<file path="src/hdl/pfm_defines.vh">
`ifndef PFM_DEFINES_VH
`define PFM_DEFINES_VH

// ****************************************
// Sizes
// ****************************************
`define PFM_AW          5
`define PFM_NPIN        18
`define PFM_NP4         8
`define PFM_NFN         39
`define PFM_NIRQ        6
`define PFM_NCMP        12

// ****************************************
// Register indices
// ****************************************
`define PFM_REG_P22     5'h00
`define PFM_REG_P23     5'h01
`define PFM_REG_P24     5'h02
`define PFM_REG_PA2     5'h03
`define PFM_REG_PA3     5'h04
`define PFM_REG_PB0     5'h05
`define PFM_REG_PB1     5'h06
`define PFM_REG_PB2     5'h07
`define PFM_REG_PB3     5'h08
`define PFM_REG_PB4     5'h09
`define PFM_REG_PB5     5'h0A
`define PFM_REG_PB6     5'h0B
`define PFM_REG_PB7     5'h0C
`define PFM_REG_PD3     5'h0D
`define PFM_REG_PD4     5'h0E
`define PFM_REG_PD5     5'h0F
`define PFM_REG_PD6     5'h10
`define PFM_REG_PE2     5'h11
`define PFM_REG_P40     5'h12
`define PFM_REG_P47     5'h19
`define PFM_REG_DRV0    5'h1A
`define PFM_REG_DRV2    5'h1C

// ****************************************
// Fields and reset values
// ****************************************
`define PFM_PSEL_MASK   8'h1F
`define PFM_INTERRUPT_ROUTE_BIT_BIT    6
`define PFM_INTERRUPT_ROUTE_BIT_MASK   8'h40
`define PFM_ANALOG_ROUTE_BIT_BIT    7
`define PFM_ANALOG_ROUTE_BIT_MASK   8'h80
`define PFM_PFS_RESET   8'h00
`define PFM_FN_NONE     6'h3F
`define PFM_IRQ_NONE    3'h7

// ****************************************
// Peripheral function indices
// ****************************************
`define PFM_FN_T5U      6'd0
`define PFM_FN_T5V      6'd1
`define PFM_FN_T5W      6'd2
`define PFM_FN_TC0A     6'd3
`define PFM_FN_TC0B     6'd4
`define PFM_FN_TC0C     6'd5
`define PFM_FN_TC0D     6'd6
`define PFM_FN_TC1A     6'd7
`define PFM_FN_TC1B     6'd8
`define PFM_FN_TC2A     6'd9
`define PFM_FN_TC2B     6'd10
`define PFM_FN_TC3A     6'd11
`define PFM_FN_TC3C     6'd12
`define PFM_FN_CLKA     6'd13
`define PFM_FN_CLKB     6'd14
`define PFM_FN_CLKC     6'd15
`define PFM_FN_CLKD     6'd16
`define PFM_FN_CMPO0    6'd17
`define PFM_FN_CMPO1    6'd18
`define PFM_FN_CMPO2    6'd19
`define PFM_FN_CLOCK_ACCURACY_REF_IN   6'd20
`define PFM_FN_S5TX     6'd21
`define PFM_FN_S5RX     6'd22
`define PFM_FN_S5FS     6'd23
`define PFM_FN_S5CK     6'd24
`define PFM_FN_S12FS    6'd25
`define PFM_FN_S12TX    6'd26
`define PFM_FN_S12CK    6'd27
`define PFM_FN_S1TX     6'd28
`define PFM_FN_S1RX     6'd29
`define PFM_FN_S1CK     6'd30
`define PFM_FN_S1FS     6'd31
`define PFM_FN_I2CSCL   6'd32
`define PFM_FN_I2CSDA   6'd33
`define PFM_FN_ADMON    6'd34
`define PFM_FN_ADSTART  6'd35
`define PFM_FN_ADTRIG   6'd36
`define PFM_FN_OEIN8    6'd37
`define PFM_FN_OEIN10   6'd38
`define PFM_FN_IDLE_HI  39'h70_8280_0000

`endif

</file>
<file path="src/hdl/pfm_pin_function_mux.v">
`timescale 1ns/1ns
`include "pfm_defines.vh"
// What this block does
// - Five-bit select per pin, zero means Hi-Z
// - Interrupt bit routes pin to its interrupt
// - Analog bit makes pin an analog input
// - Port 4 pins feed ADC channel and comparator
// - P22 selects timer5 W capture, comparator2
// - P23 selects T5V, clock ref, serial5 tx, comparator1_out
// - P24 selects T5U, serial5 rx, comparator0
// - PA2 selects T1A, T2B, serial5 flow/select
// - PA3 selects T1B, T2A, serial12 flow/select
// - PB0 selects T0D, clock B, T2A, serial12 tx
// - PB1 selects T0C, clock A, T5W, s5 rx, SCL
// - PB2 selects T0B, clock C, monitor, s5 tx, SDA
// - PB3 selects T0A, clock ref, s5/s12 clock
// - PB5 ADC trigger, PB4 output-enable input 8
// - PB6 selects T1B, T3A, s5 tx, s1 tx
// - PB7 selects T3C, clock D, s5 rx, s1 rx
// - PD3-PD6 timer0 channels, serial1, ADC start
// - PE2 output-enable input 10, interrupt 0
// - PB1/PB4/PB7/PA2 feed interrupts 2/3/5/4
// - PD4/PD5/PD6 feed interrupts 2/3/5
module pfm_pin_function_mux (
	input  wire                    ref_clk,
	input  wire                    rst,
	input  wire [`PFM_AW-1:0]      regAddr,
	input  wire [7:0]              regWrData,
	input  wire                    regWr,
	input  wire                    regRd,
	output reg  [7:0]              regRdData,
	input  wire [`PFM_NPIN-1:0]    pinIn,
	output reg  [`PFM_NPIN-1:0]    pinOut,
	output reg  [`PFM_NPIN-1:0]    pinOe,
	input  wire [`PFM_NFN-1:0]     perOut,
	input  wire [`PFM_NFN-1:0]     perOe,
	output reg  [`PFM_NFN-1:0]     perIn,
	output reg  [`PFM_NIRQ-1:0]    extIrqIn,
	output reg  [`PFM_NP4-1:0]     adcChanEn,
	output reg  [`PFM_NCMP-1:0]    cmpInEn
);

	localparam NREG = `PFM_NPIN + `PFM_NP4;

	// ****************************************
	// Lookup tables
	// ****************************************
	function [5:0] fnOf(input [4:0] pin, input [4:0] code);
		begin
			case ({pin, code})
				{`PFM_REG_P22, 5'h01}: fnOf = `PFM_FN_T5W;
				{`PFM_REG_P22, 5'h1E}: fnOf = `PFM_FN_CMPO2;
				{`PFM_REG_P23, 5'h01}: fnOf = `PFM_FN_T5V;
				{`PFM_REG_P23, 5'h07}: fnOf = `PFM_FN_CLOCK_ACCURACY_REF_IN;
				{`PFM_REG_P23, 5'h0A}: fnOf = `PFM_FN_S5TX;
				{`PFM_REG_P23, 5'h1E}: fnOf = `PFM_FN_CMPO1;
				{`PFM_REG_P24, 5'h01}: fnOf = `PFM_FN_T5U;
				{`PFM_REG_P24, 5'h0A}: fnOf = `PFM_FN_S5RX;
				{`PFM_REG_P24, 5'h1E}: fnOf = `PFM_FN_CMPO0;
				{`PFM_REG_PA2, 5'h01}: fnOf = `PFM_FN_TC1A;
				{`PFM_REG_PA2, 5'h03}: fnOf = `PFM_FN_TC2B;
				{`PFM_REG_PA2, 5'h0A}: fnOf = `PFM_FN_S5FS;
				{`PFM_REG_PA3, 5'h01}: fnOf = `PFM_FN_TC1B;
				{`PFM_REG_PA3, 5'h03}: fnOf = `PFM_FN_TC2A;
				{`PFM_REG_PA3, 5'h0C}: fnOf = `PFM_FN_S12FS;
				{`PFM_REG_PB0, 5'h01}: fnOf = `PFM_FN_TC0D;
				{`PFM_REG_PB0, 5'h02}: fnOf = `PFM_FN_CLKB;
				{`PFM_REG_PB0, 5'h03}: fnOf = `PFM_FN_TC2A;
				{`PFM_REG_PB0, 5'h0C}: fnOf = `PFM_FN_S12TX;
				{`PFM_REG_PB1, 5'h01}: fnOf = `PFM_FN_TC0C;
				{`PFM_REG_PB1, 5'h02}: fnOf = `PFM_FN_CLKA;
				{`PFM_REG_PB1, 5'h03}: fnOf = `PFM_FN_T5W;
				{`PFM_REG_PB1, 5'h0A}: fnOf = `PFM_FN_S5RX;
				{`PFM_REG_PB1, 5'h0F}: fnOf = `PFM_FN_I2CSCL;
				{`PFM_REG_PB2, 5'h01}: fnOf = `PFM_FN_TC0B;
				{`PFM_REG_PB2, 5'h02}: fnOf = `PFM_FN_CLKC;
				{`PFM_REG_PB2, 5'h03}: fnOf = `PFM_FN_ADMON;
				{`PFM_REG_PB2, 5'h07}: fnOf = `PFM_FN_S5TX;
				{`PFM_REG_PB2, 5'h0F}: fnOf = `PFM_FN_I2CSDA;
				{`PFM_REG_PB3, 5'h01}: fnOf = `PFM_FN_TC0A;
				{`PFM_REG_PB3, 5'h07}: fnOf = `PFM_FN_CLOCK_ACCURACY_REF_IN;
				{`PFM_REG_PB3, 5'h0A}: fnOf = `PFM_FN_S5CK;
				{`PFM_REG_PB3, 5'h0C}: fnOf = `PFM_FN_S12CK;
				{`PFM_REG_PB4, 5'h07}: fnOf = `PFM_FN_OEIN8;
				{`PFM_REG_PB5, 5'h09}: fnOf = `PFM_FN_ADTRIG;
				{`PFM_REG_PB6, 5'h01}: fnOf = `PFM_FN_TC1B;
				{`PFM_REG_PB6, 5'h03}: fnOf = `PFM_FN_TC3A;
				{`PFM_REG_PB6, 5'h0A}: fnOf = `PFM_FN_S5TX;
				{`PFM_REG_PB6, 5'h0B}: fnOf = `PFM_FN_S1TX;
				{`PFM_REG_PB7, 5'h01}: fnOf = `PFM_FN_TC3C;
				{`PFM_REG_PB7, 5'h02}: fnOf = `PFM_FN_CLKD;
				{`PFM_REG_PB7, 5'h0A}: fnOf = `PFM_FN_S5RX;
				{`PFM_REG_PB7, 5'h0B}: fnOf = `PFM_FN_S1RX;
				{`PFM_REG_PD3, 5'h01}: fnOf = `PFM_FN_TC0A;
				{`PFM_REG_PD3, 5'h0A}: fnOf = `PFM_FN_S1TX;
				{`PFM_REG_PD4, 5'h01}: fnOf = `PFM_FN_TC0B;
				{`PFM_REG_PD4, 5'h0A}: fnOf = `PFM_FN_S1CK;
				{`PFM_REG_PD5, 5'h01}: fnOf = `PFM_FN_TC0C;
				{`PFM_REG_PD5, 5'h0A}: fnOf = `PFM_FN_S1RX;
				{`PFM_REG_PD6, 5'h01}: fnOf = `PFM_FN_TC0D;
				{`PFM_REG_PD6, 5'h09}: fnOf = `PFM_FN_ADSTART;
				{`PFM_REG_PD6, 5'h0A}: fnOf = `PFM_FN_S1FS;
				{`PFM_REG_PE2, 5'h07}: fnOf = `PFM_FN_OEIN10;
				// Code zero and every unlisted code land here
				default: fnOf = `PFM_FN_NONE;
			endcase
		end
	endfunction

	function [2:0] irqOf(input [4:0] pin);
		begin
			case (pin)
				`PFM_REG_P22: irqOf = 3'd2;
				`PFM_REG_P23: irqOf = 3'd4;
				`PFM_REG_P24: irqOf = 3'd3;
				`PFM_REG_PA2: irqOf = 3'd4;
				`PFM_REG_PB1: irqOf = 3'd2;
				`PFM_REG_PB4: irqOf = 3'd3;
				`PFM_REG_PB7: irqOf = 3'd5;
				`PFM_REG_PD4: irqOf = 3'd2;
				`PFM_REG_PD5: irqOf = 3'd3;
				`PFM_REG_PD6: irqOf = 3'd5;
				`PFM_REG_PE2: irqOf = 3'd0;
				default:      irqOf = `PFM_IRQ_NONE;
			endcase
		end
	endfunction

	// Comparator input slot is comparator * 4 + input number
	function [3:0] cmpIdx(input [2:0] k);
		begin
			case (k)
				3'd0:    cmpIdx = 4'd0;
				3'd1:    cmpIdx = 4'd4;
				3'd2:    cmpIdx = 4'd8;
				3'd3:    cmpIdx = 4'd2;
				3'd4:    cmpIdx = 4'd6;
				3'd5:    cmpIdx = 4'd10;
				3'd6:    cmpIdx = 4'd3;
				default: cmpIdx = 4'd7;
			endcase
		end
	endfunction

	// Bits a pin does not implement stay zero
	function [7:0] wrMask(input [4:0] idx);
		begin
			if (idx >= `PFM_REG_P40)
				wrMask = `PFM_ANALOG_ROUTE_BIT_MASK;
			else if (irqOf(idx) != `PFM_IRQ_NONE)
				wrMask = `PFM_PSEL_MASK | `PFM_INTERRUPT_ROUTE_BIT_MASK;
			else
				wrMask = `PFM_PSEL_MASK;
		end
	endfunction

	// ****************************************
	// Function registers
	// ****************************************
	reg  [7:0]                  pfs_q [0:NREG-1];
	wire [6*`PFM_NPIN-1:0]      pinFn;
	reg  [`PFM_NFN-1:0]         perHit;
	reg  [`PFM_NFN-1:0]         perLvl;
	reg  [`PFM_NIRQ-1:0]        irqD;
	reg  [`PFM_NCMP-1:0]        cmpD;
	reg  [7:0]                  rdD;
	wire [23:0]                 drvStat;
	// Each process owns its loop index so no process wakes another
	integer                     i;
	integer                     pi;
	integer                     ai;

	always @(posedge ref_clk or posedge rst) begin
		if (rst) begin
			for (i = 0; i < NREG; i = i + 1)
				pfs_q[i] <= `PFM_PFS_RESET;
		end else if (regWr && regAddr <= `PFM_REG_P47) begin
			pfs_q[regAddr] <= regWrData & wrMask(regAddr);
		end
	end

	// ****************************************
	// Register read
	// ****************************************
	assign drvStat = {6'h00, pinOe};

	always @* begin
		rdD = 8'h00;
		if (regAddr <= `PFM_REG_P47)
			rdD = pfs_q[regAddr];
		else if (regAddr <= `PFM_REG_DRV2)
			rdD = drvStat[8*(regAddr - `PFM_REG_DRV0) +: 8];
	end

	// Data stand only in the cycle after the strobe
	always @(posedge ref_clk or posedge rst) begin
		if (rst)
			regRdData <= 8'h00;
		else
			regRdData <= regRd ? rdD : 8'h00;
	end

	// ****************************************
	// Pin output side
	// ****************************************
	genvar gp;
	generate
		for (gp = 0; gp < `PFM_NPIN; gp = gp + 1) begin : g_pin
			localparam [4:0] PIDX = gp;
			wire [5:0] fn  = fnOf(PIDX, pfs_q[gp][4:0]);
			wire       hit = (fn != `PFM_FN_NONE);
			assign pinFn[6*gp +: 6] = fn;
			// Without a function the pin floats
			always @(posedge ref_clk or posedge rst) begin
				if (rst) begin
					pinOe[gp]  <= 1'b0;
					pinOut[gp] <= 1'b0;
				end else begin
					pinOe[gp]  <= hit ? perOe[fn] : 1'b0;
					pinOut[gp] <= hit ? perOut[fn] : 1'b0;
				end
			end
		end
	endgenerate

	// ****************************************
	// Peripheral and interrupt input side
	// ****************************************
	always @* begin
		perHit = {`PFM_NFN{1'b0}};
		perLvl = {`PFM_NFN{1'b0}};
		irqD   = {`PFM_NIRQ{1'b0}};
		for (pi = 0; pi < `PFM_NPIN; pi = pi + 1) begin
			if (pinFn[6*pi +: 6] != `PFM_FN_NONE) begin
				perHit[pinFn[6*pi +: 6]] = 1'b1;
				perLvl[pinFn[6*pi +: 6]] = perLvl[pinFn[6*pi +: 6]] | pinIn[pi];
			end
			if (irqOf(pi[4:0]) != `PFM_IRQ_NONE && pfs_q[pi][`PFM_INTERRUPT_ROUTE_BIT_BIT])
				irqD[irqOf(pi[4:0])] = irqD[irqOf(pi[4:0])] | pinIn[pi];
		end
	end

	// Unrouted active-low inputs idle high so no false trigger
	always @(posedge ref_clk or posedge rst) begin
		if (rst) begin
			perIn    <= `PFM_FN_IDLE_HI;
			extIrqIn <= {`PFM_NIRQ{1'b0}};
		end else begin
			perIn    <= (perHit & perLvl) | (~perHit & `PFM_FN_IDLE_HI);
			extIrqIn <= irqD;
		end
	end

	// ****************************************
	// Analog side
	// ****************************************
	always @* begin
		cmpD = {`PFM_NCMP{1'b0}};
		for (ai = 0; ai < `PFM_NP4; ai = ai + 1)
			cmpD[cmpIdx(ai[2:0])] = pfs_q[`PFM_REG_P40 + ai][`PFM_ANALOG_ROUTE_BIT_BIT];
	end

	genvar ga;
	generate
		for (ga = 0; ga < `PFM_NP4; ga = ga + 1) begin : g_ana
			always @(posedge ref_clk or posedge rst) begin
				if (rst)
					adcChanEn[ga] <= 1'b0;
				else
					adcChanEn[ga] <= pfs_q[`PFM_NPIN + ga][`PFM_ANALOG_ROUTE_BIT_BIT];
			end
		end
	endgenerate

	always @(posedge ref_clk or posedge rst) begin
		if (rst)
			cmpInEn <= {`PFM_NCMP{1'b0}};
		else
			cmpInEn <= cmpD;
	end

endmodule
</file>
<file path="config.mk">
export PLATFORM = sky130hd
export DESIGN_NAME = pfm_pin_function_mux
export DESIGN_NICKNAME = d
export VERILOG_FILES = /design/src/hdl/pfm_pin_function_mux.v
export VERILOG_INCLUDE_DIRS = /design/src /design/src/hdl
export SDC_FILE = /design/constraint.sdc
export NUM_CORES = 1
export LEC_CHECK = 0
export ABC_AREA = 1
export BUFFER_PORTS_ARGS = -buffer_cell sky130_fd_sc_hd__buf_2
export CAP_MARGIN = 20
export CORE_MARGIN = 5
export CORE_UTILIZATION = 57
export DETAILED_ROUTE_END_ITERATION = 8
export MAX_ROUTING_LAYER = met4
export PLACE_DENSITY = 0.85
export SLEW_MARGIN = 25
export SYNTH_ARGS = -nofsm -noshare
export SYNTH_HDL_FRONTEND = slang
export SYNTH_SLANG_ARGS = --single-unit
export TNS_END_PERCENT = 1
</file>
<file path="constraint.sdc">
create_clock -name ref_clk -period 9.2 [get_ports ref_clk]
set_input_delay 0.92 -clock ref_clk [delete_from_list [all_inputs] [get_ports ref_clk]]
set_output_delay 0.92 -clock ref_clk [all_outputs]
set_load 0.1 [all_outputs]
</file>
==> summary.txt, run 1 <==
Outcome
  – Status: finished, final reports clean

Layout
  – Layout area overhead: 15.9%
  – FF/Latch Area: approximately 0.0070 mm^2
  – Most frequent cells in the layout: nand2_1, dfrtp_1, buf_2
  – Final nets: between 1500 and 2000
  – Multi-input gate area: 0.00533 mm^2
  – Fillers: 1892
  – Most common cell after layout, fill and taps aside: nand2_1
  – Share of cells above drive strength 1: around 17%

Timing
  – Fin Hold WS: roughly 0.4 ns
  – Fmax: ~0.28 GHz
  – Worst slew margin: approximately 33%
  – Final Critical Period: 3.60 ns
  – Final WS setup: approximately 5.6 ns
  – Worst-margin pin slew: around 1 ns
  – RSZ-0062 raised after global routing: false
  – Setup violators final: 0
  – Final Hold Violating Endpoints: 0
  – Crit share post-route: between 30% and 40%
  – Total Neg Setup Slack: 0 ns
  – Skew final: 0.00958 ns
  – Final Max Tran Viols: 0

Placed design
  – Place WS: 5.16 ns
  – PortBufs: between 200 and 250
  – Final Wtd Congestion: 0.999
  – Hpwl dp: around 33 mm

Worst setup path
  – Required time of the critical path: approximately 9.7 ns
  – CP startpoint kind: primary input
  – Max FO, Critical Path: 44
  – Crit Path Category: primary input to flip-flop
  – Critical path's most frequent cell: inv_2
  – Crit path cell chain: buf_2 > inv_2 > nand2_2 > inv_2 > a221oi_4 > nand2_4 > o21ai_1
  – Crit path capture type: flip-flop
  – Critical path's slowest cell: nand2_2
  – Crit path largest cell delay: 0.78 ns
  – Worst EP arrival: 4.05 ns

Clocking
  – CTS root buf: clkbuf_16
  – Worst-path clk slew: 0.06 ns
  – Num CTS Buffers: 28
  – Htree depth: 1
  – TritonCTS Sinks: ~280
  – Latest clock arrival within the worst-skew pair: 0.55 ns
  – # hold bufs at CTS: 0
  – Post-CTS sizing: 0
  – CTS tree: built
  – Max clock buf depth: 3
  – Setup repair bufs after CTS: 0

Global routing
  – Largest net degree at the start of global routing: approximately 160
  – Gr ovfl total: 0
  – Vias in the first global route: approximately 12000
  – Antenna violations before repair: 1
  – First-pass GRT wire length: 67.5 mm
  – Total Routing Usage GR: between 30% and 40%

Flow run
  – Max Cap Viol: 0

Drt
  – Drt initial violations: about 1400
  – Post-DRT Antenna Nets: 0
  – Remaining DRCs: 0
  – Initial DRT Pass Iterations: 7
  – Avg Vias per Cell: 5.83
  – Via count: 12800
  – Routed wire length: roughly 44 mm
  – DR WL/cell: ~20 um

Synthesis
  – Ys flop type: dfrtp_1
  – Cells after Synth: 1670
  – Synthesized area per cell: 8.05 um^2
  – Synth warnings: 0
  – Post-synth EDFFs: 0
  – Unique masters post-synth: 48
  – Cell area after synthesis: ~0.013 mm^2
  – Async SR Flop Fraction: 100%
  – Seq/Total Area, Yosys: between 50% and 60%
  – Flops & latches, synth: approximately 280

Die
  – Die height: 164 um
  – Initial Util: 57.6%
  – Die area: 0.0268 mm^2
  – Core area: around 0.023 mm^2
  – Num rows: 56
  – Die X: 164 um
  – I/O pin total: ~220

Worst hold path
  – HP Class: flip-flop to flip-flop

Pwr
  – Max rail drop VDD: around 0.00015 V
  – Power per cell area: ~210 mW/mm^2
  – Pleak: ~8.5 nW
## worst max-delay path: cells and delay by family
family | cells | cell delay [ns]
compound gates | 2 | 1.02
simple gates | 2 | 1.21
buf+inv | 3 | 0.87
## cell usage after synthesis, types with 7 or more instances
master / number / area (um^2)
o21ai_2: 10 / 87.6
o22ai_1: 98 / 613
o21ai_1: 117 / 586
inv_1: 204 / 766
clkbuf_1: 19 / 71.3
nand2_4: 8 / 90.1
nand3_1: 54 / 270
dfrtp_1: 272 / 6810
nor2_2: 7 / 43.8
buf_2: 33 / 165
nor2_1: 119 / 447
o211ai_1: 12 / 90.1
buf_4: 15 / 113
o21bai_1: 9 / 67.6
o21ai_0: 88 / 440
or2_2: 10 / 62.6
nor3_1: 8 / 40.0
nand4_1: 27 / 169
a21oi_1: 37 / 185
nand2_1: 466 / 1750
## final timing paths
path                                  from    endpoint  slack, ns  cells past startpoint
worst max-delay path            regAddr[0]   pfs_q[17]       5.60                      7
worst min-delay path               cmpD[0]  cmpInEn[0]       0.41                      0
worst max register to register  pfs_q[112]  pinOut[11]       7.04                      9
worst min register to register     cmpD[0]  cmpInEn[0]       0.41                      0
max in group asynchronous              rst  pfs_q[128]       7.28                      3
min in group asynchronous              rst   pinOut[5]       0.56                      2
## kinds of logic (layout without fill, tap and decap cells)
logic type,after synthesis,after routing,synth area share (%)
adder cells (fa/ha/maj),3,3,0.279
other,1,7,0.0279
flip-flops,278,278,51.8
AND/OR/NAND/NOR,717,717,22.5
buffers and inverters,282,480,8.67
AO/OA/AOI/OAI,389,389,16.7
## report_power, final
| part | internal [W] | switching (W) |
|---|---|---|
| Combinational | 0.000149 | 0.000539 |
| Clock | 0.000713 | 0.000481 |
| Sequential | 0.00132 | 0.0000853 |
| Total | 0.00218 | 0.00110 |
## sequential cells by signal (all words and copies together) (netlist names)
name and count:
cmpD 8, extIrqIn 5, pinOut 18, regRdData 8, perIn 39, pfs_q 174, pinOe 18, cmpInEn 8
## routing by layer
layer	vias to the layer above	global-route usage (%)	share of wire (%)
li1	5836	-	-
met1	6013	43.0	38
met2	807	52.6	46
met3	135	6.21	11
met4	0	14.8	5.0
met5	-	-	0
## cell type report
class                      count  area share, %
tap                          319           2.56
antenna                        2         0.0321
inverter                     212           5.16
multi-input combinational   1114           34.2
timing repair buffer         218           7.13
sequential                   278           44.7
clock inverter                11          0.891
clock buffer                  39           5.35
## per-stage QoR
stage               cells  utilization, %  area [um^2]  total power [W]
floorplan            1674               -        13500          0.00192
global placement     2141            62.6        14600          0.00208
detailed placement   2141            62.6        14600          0.00209
CTS                  2191            66.8        15600          0.00327
global route         2192            66.8        15600          0.00340
finish               2193            66.8        15600          0.00328
No activity file was read; power rests on OpenSTA's default activity.
==> run 2, diff against run 1 <==
- ABC_AREA: 1 -> 0
- CORE_UTILIZATION: 57 -> 51
- PLACE_DENSITY: 0.85 -> 0.8
- clock period: 9.2 -> 3 ns (I/O delays scaled with it)
==> summary.txt, run 2 <==
Outcome
  – Status: finished, final reports clean

Synthesis
  – Ys flop type: dfrtp_1
  – Unique masters post-synth: 78
  – Seq/Total Area, Yosys: a little over half
  – Synth warnings: 0
  – Post-synth EDFFs: 0
  – Synth top area share: ~53%
  – Cell area after synthesis: around 0.013 mm^2
  – Cells after Synth: 1164
  – Post-synth top area cell: dfrtp_1
  – Commonest cells in the netlist: dfrtp_1, nand2_1, o21ai_0
  – Count leader, synth: dfrtp_1
  – Flops & latches, synth: 278
  – Async SR Flop Fraction: 100%
  – Top cells by area, synth: dfrtp_1, mux4_2, nand2_1
  – Synthesized area per cell: about 11 um^2

Timing
  – Final Critical Period: approximately 1.9 ns
  – Final Max Tran Viols: 0
  – Final Hold Violating Endpoints: 0
  – RSZ-0062 raised after global routing: false
  – Total Neg Setup Slack: 0 ns
  – Worst-margin pin slew: 0.931 ns
  – Fmax: 0.521 GHz
  – Worst slew margin: a little under two fifths
  – Crit share post-route: 63.9%
  – Setup violators final: 0
  – Fin Hold WS: 0.0222 ns
  – Skew final: approximately 0.025 ns

Clocking
  – CTS tree: built
  – Max clock buf depth: 3
  – Post-CTS sizing: 0
  – CTS root buf: clkbuf_16
  – Worst-path clk slew: around 0.070 ns
  – TritonCTS Sinks: around 280
  – Latest clock arrival within the worst-skew pair: around 0.55 ns
  – Num CTS Buffers: 29
  – Htree depth: 1

Worst setup path
  – WP buf/inv: 1
  – Crit path capture type: flip-flop
  – Required time of the critical path: approximately 3.5 ns
  – CP startpoint kind: flip-flop
  – Crit path largest cell delay: 0.55 ns
  – Worst reg2reg endpoint: pinOut[0]
  – Worst EP arrival: around 2.4 ns
  – CP top delay family: simple AND/OR/NAND/NOR gates
  – R2R depth: 4
  – Max FO, Critical Path: 4
  – Worst r2r src: pfs_q[201]
  – Worst Setup SP: pfs_q[201]
  – R2R Setup Slk: ~1.1 ns
  – Crit Path Category: flip-flop to flip-flop
  – Crit path cell chain: nand2b_1 > nor4_1 > a22o_1 > dlygate4sd3_1
  – Critical path's slowest cell: dlygate4sd3_1

Pwr
  – Switching share of power: 33.1%
  – Pleak: around 7.4 nW
  – Pwr Total: 0.0106 W
  – Seq pwr share: between 40 and 50%
  – Max rail drop VDD: approximately 0.00043 V
  – Combinational power share: 20.9%
  – Power per cell area: 684 mW/mm^2
  – Clock Power Share: 36.4%
  – Cell-internal power: ~0.007 W
  – Switching power: approximately 0.0035 W

Drt
  – Via count: between 10000 and 15000
  – Drt initial violations: roughly 1200
  – Post-DRT Antenna Nets: 0
  – Routed wire length: between 30 and 40 mm
  – DR WL/cell: ~22 um
  – Remaining DRCs: 0
  – Avg Vias per Cell: around 6.0
  – Initial DRT Pass Iterations: 5

Die
  – Initial Util: 51.6%
  – I/O pin total: approximately 220
  – Die height: ~170 um
  – Die area: between 0.02 and 0.03 mm^2
  – Die X: 169 um
  – Core area: between 0.02 and 0.03 mm^2
  – Num rows: 58

Placed design
  – PortBufs: 215
  – Hpwl dp: between 20 and 30 mm
  – Final Wtd Congestion: 0.946

Worst hold path
  – Hold path endpoint: perIn[33]
  – HP Class: primary input to flip-flop
  – Hold Path Cell Cnt: 2
  – Hold Path Origin: pinIn[7]

Layout
  – Top reg by flops: pfs_q
  – Most frequent cells in the layout: dfrtp_1, buf_2, nand2_1
  – Share of cells above drive strength 1: between 20% and 30%
  – Layout area overhead: 19.5%
  – Largest regs: pfs_q: 174 flops, perIn: 39 flops
  – Most common cell after layout, fill and taps aside: dfrtp_1
  – Max reg flops: around 170
  – Final nets: about 1500

Global routing
  – Antenna violations before repair: 2
  – First-pass GRT wire length: 60.6 mm
  – Total Routing Usage GR: around 28%
  – Gr ovfl total: 0
  – Largest net degree at the start of global routing: 157
  – Vias in the first global route: between 10000 and 15000

Flow run
  – Max Cap Viol: 0
==> run 2: cell types whose count changed after synthesis, moves of 28 or more <==
cell,previous run,this run
nor2b_1,0,37
inv_1,204,13
o22ai_1,98,17
mux2i_1,0,28
and2_1,0,38
o21ai_0,88,122
nand3_1,54,17
mux2_2,0,49
nand2_1,466,173
nor2_1,119,53
o21ai_1,117,6
mux4_2,0,30
==> run 2: logic make-up (layout without fill, tap and decap cells) <==
logic type               count (synthesis)  in the layout  share of synthesized area, %
AO/OA/AOI/OAI                          231            231                          11.0
XOR/XNOR                                 2              2                         0.136
adder cells (fa/ha/maj)                  4              4                         0.378
buffers and inverters                   94            325                          3.88
flip-flops                             278            278                          53.9
multiplexers                           113            113                          12.9
other                                    1              7                        0.0291
AND/OR/NAND/NOR                        441            441                          17.7
==> run 2: power groups by stage <==
stage / Combinational (W) / Clock, W / Sequential [W]
after global placement: 0.00213 / 0 / 0.00454
final: 0.00220 / 0.00384 / 0.00451
after floorplan: 0.00107 / 0 / 0.00508
after detailed placement: 0.00217 / 0 / 0.00456
after global routing: 0.00235 / 0.00404 / 0.00455
after CTS: 0.00220 / 0.00388 / 0.00450
==> run 2: cell type report <==
class | instances | area (um^2)
Fill cell | 1986 | 9610
Sequential cell | 278 | 6960
Multi-Input combinational cell | 796 | 5460
Timing Repair Buffer | 257 | 1500
Clock buffer | 38 | 810
Tap cell | 330 | 413
Clock inverter | 15 | 219
Inverter | 15 | 60.1
Antenna cell | 2 | 5.00
==> run 2: worst reg2reg max path, delay by kind of cell, from the launching register on <==
family          cells  cell delay, ns
flops               1            0.42
buf+inv             1            0.55
compound gates      1            0.23
simple gates        2            0.66
==> run 2: what timing repair did <==
item | CTS | global route
hold endpoints to repair | 140 | 0
endpoints found under the setup margin | 0 | 0
hold buffers | 23 | 0
buffers inserted | 0 | 0
==> run 2: worst max-delay path by stage <==
stage | cells past startpoint | endpoint
2_1_floorplan | 1 | cmpD[0]
3_3_place_gp | 8 | regRdData[6]
3_5_place_dp | 8 | regRdData[7]
4_1_cts | 5 | pinOe[8]
5_1_grt | 8 | regRdData[7]
6_report | 4 | pinOut[0]
==> run 2: routing by layer <==
metal	share of wire (%)	GRT usage [%]	up-vias	wire, um
met4	3.5	9.31	0	1350
met5	0	-	-	0
met3	9.8	5.60	87	3800
li1	-	-	4619	-
met1	40	38.1	5044	15600
met2	46	42.5	558	17900
==> run 2: metrics by stage <==
stage	setup slack (ns)	utilization [%]	std cells	instance area, um^2
2_1_floorplan	-0.974	-	1168	12900
3_3_place_gp	0.664	56.6	1653	14200
3_5_place_dp	0.604	56.6	1653	14200
4_1_cts	1.12	61.6	1729	15400
5_1_grt	0.990	61.6	1731	15400
6_report	1.08	61.6	1731	15400
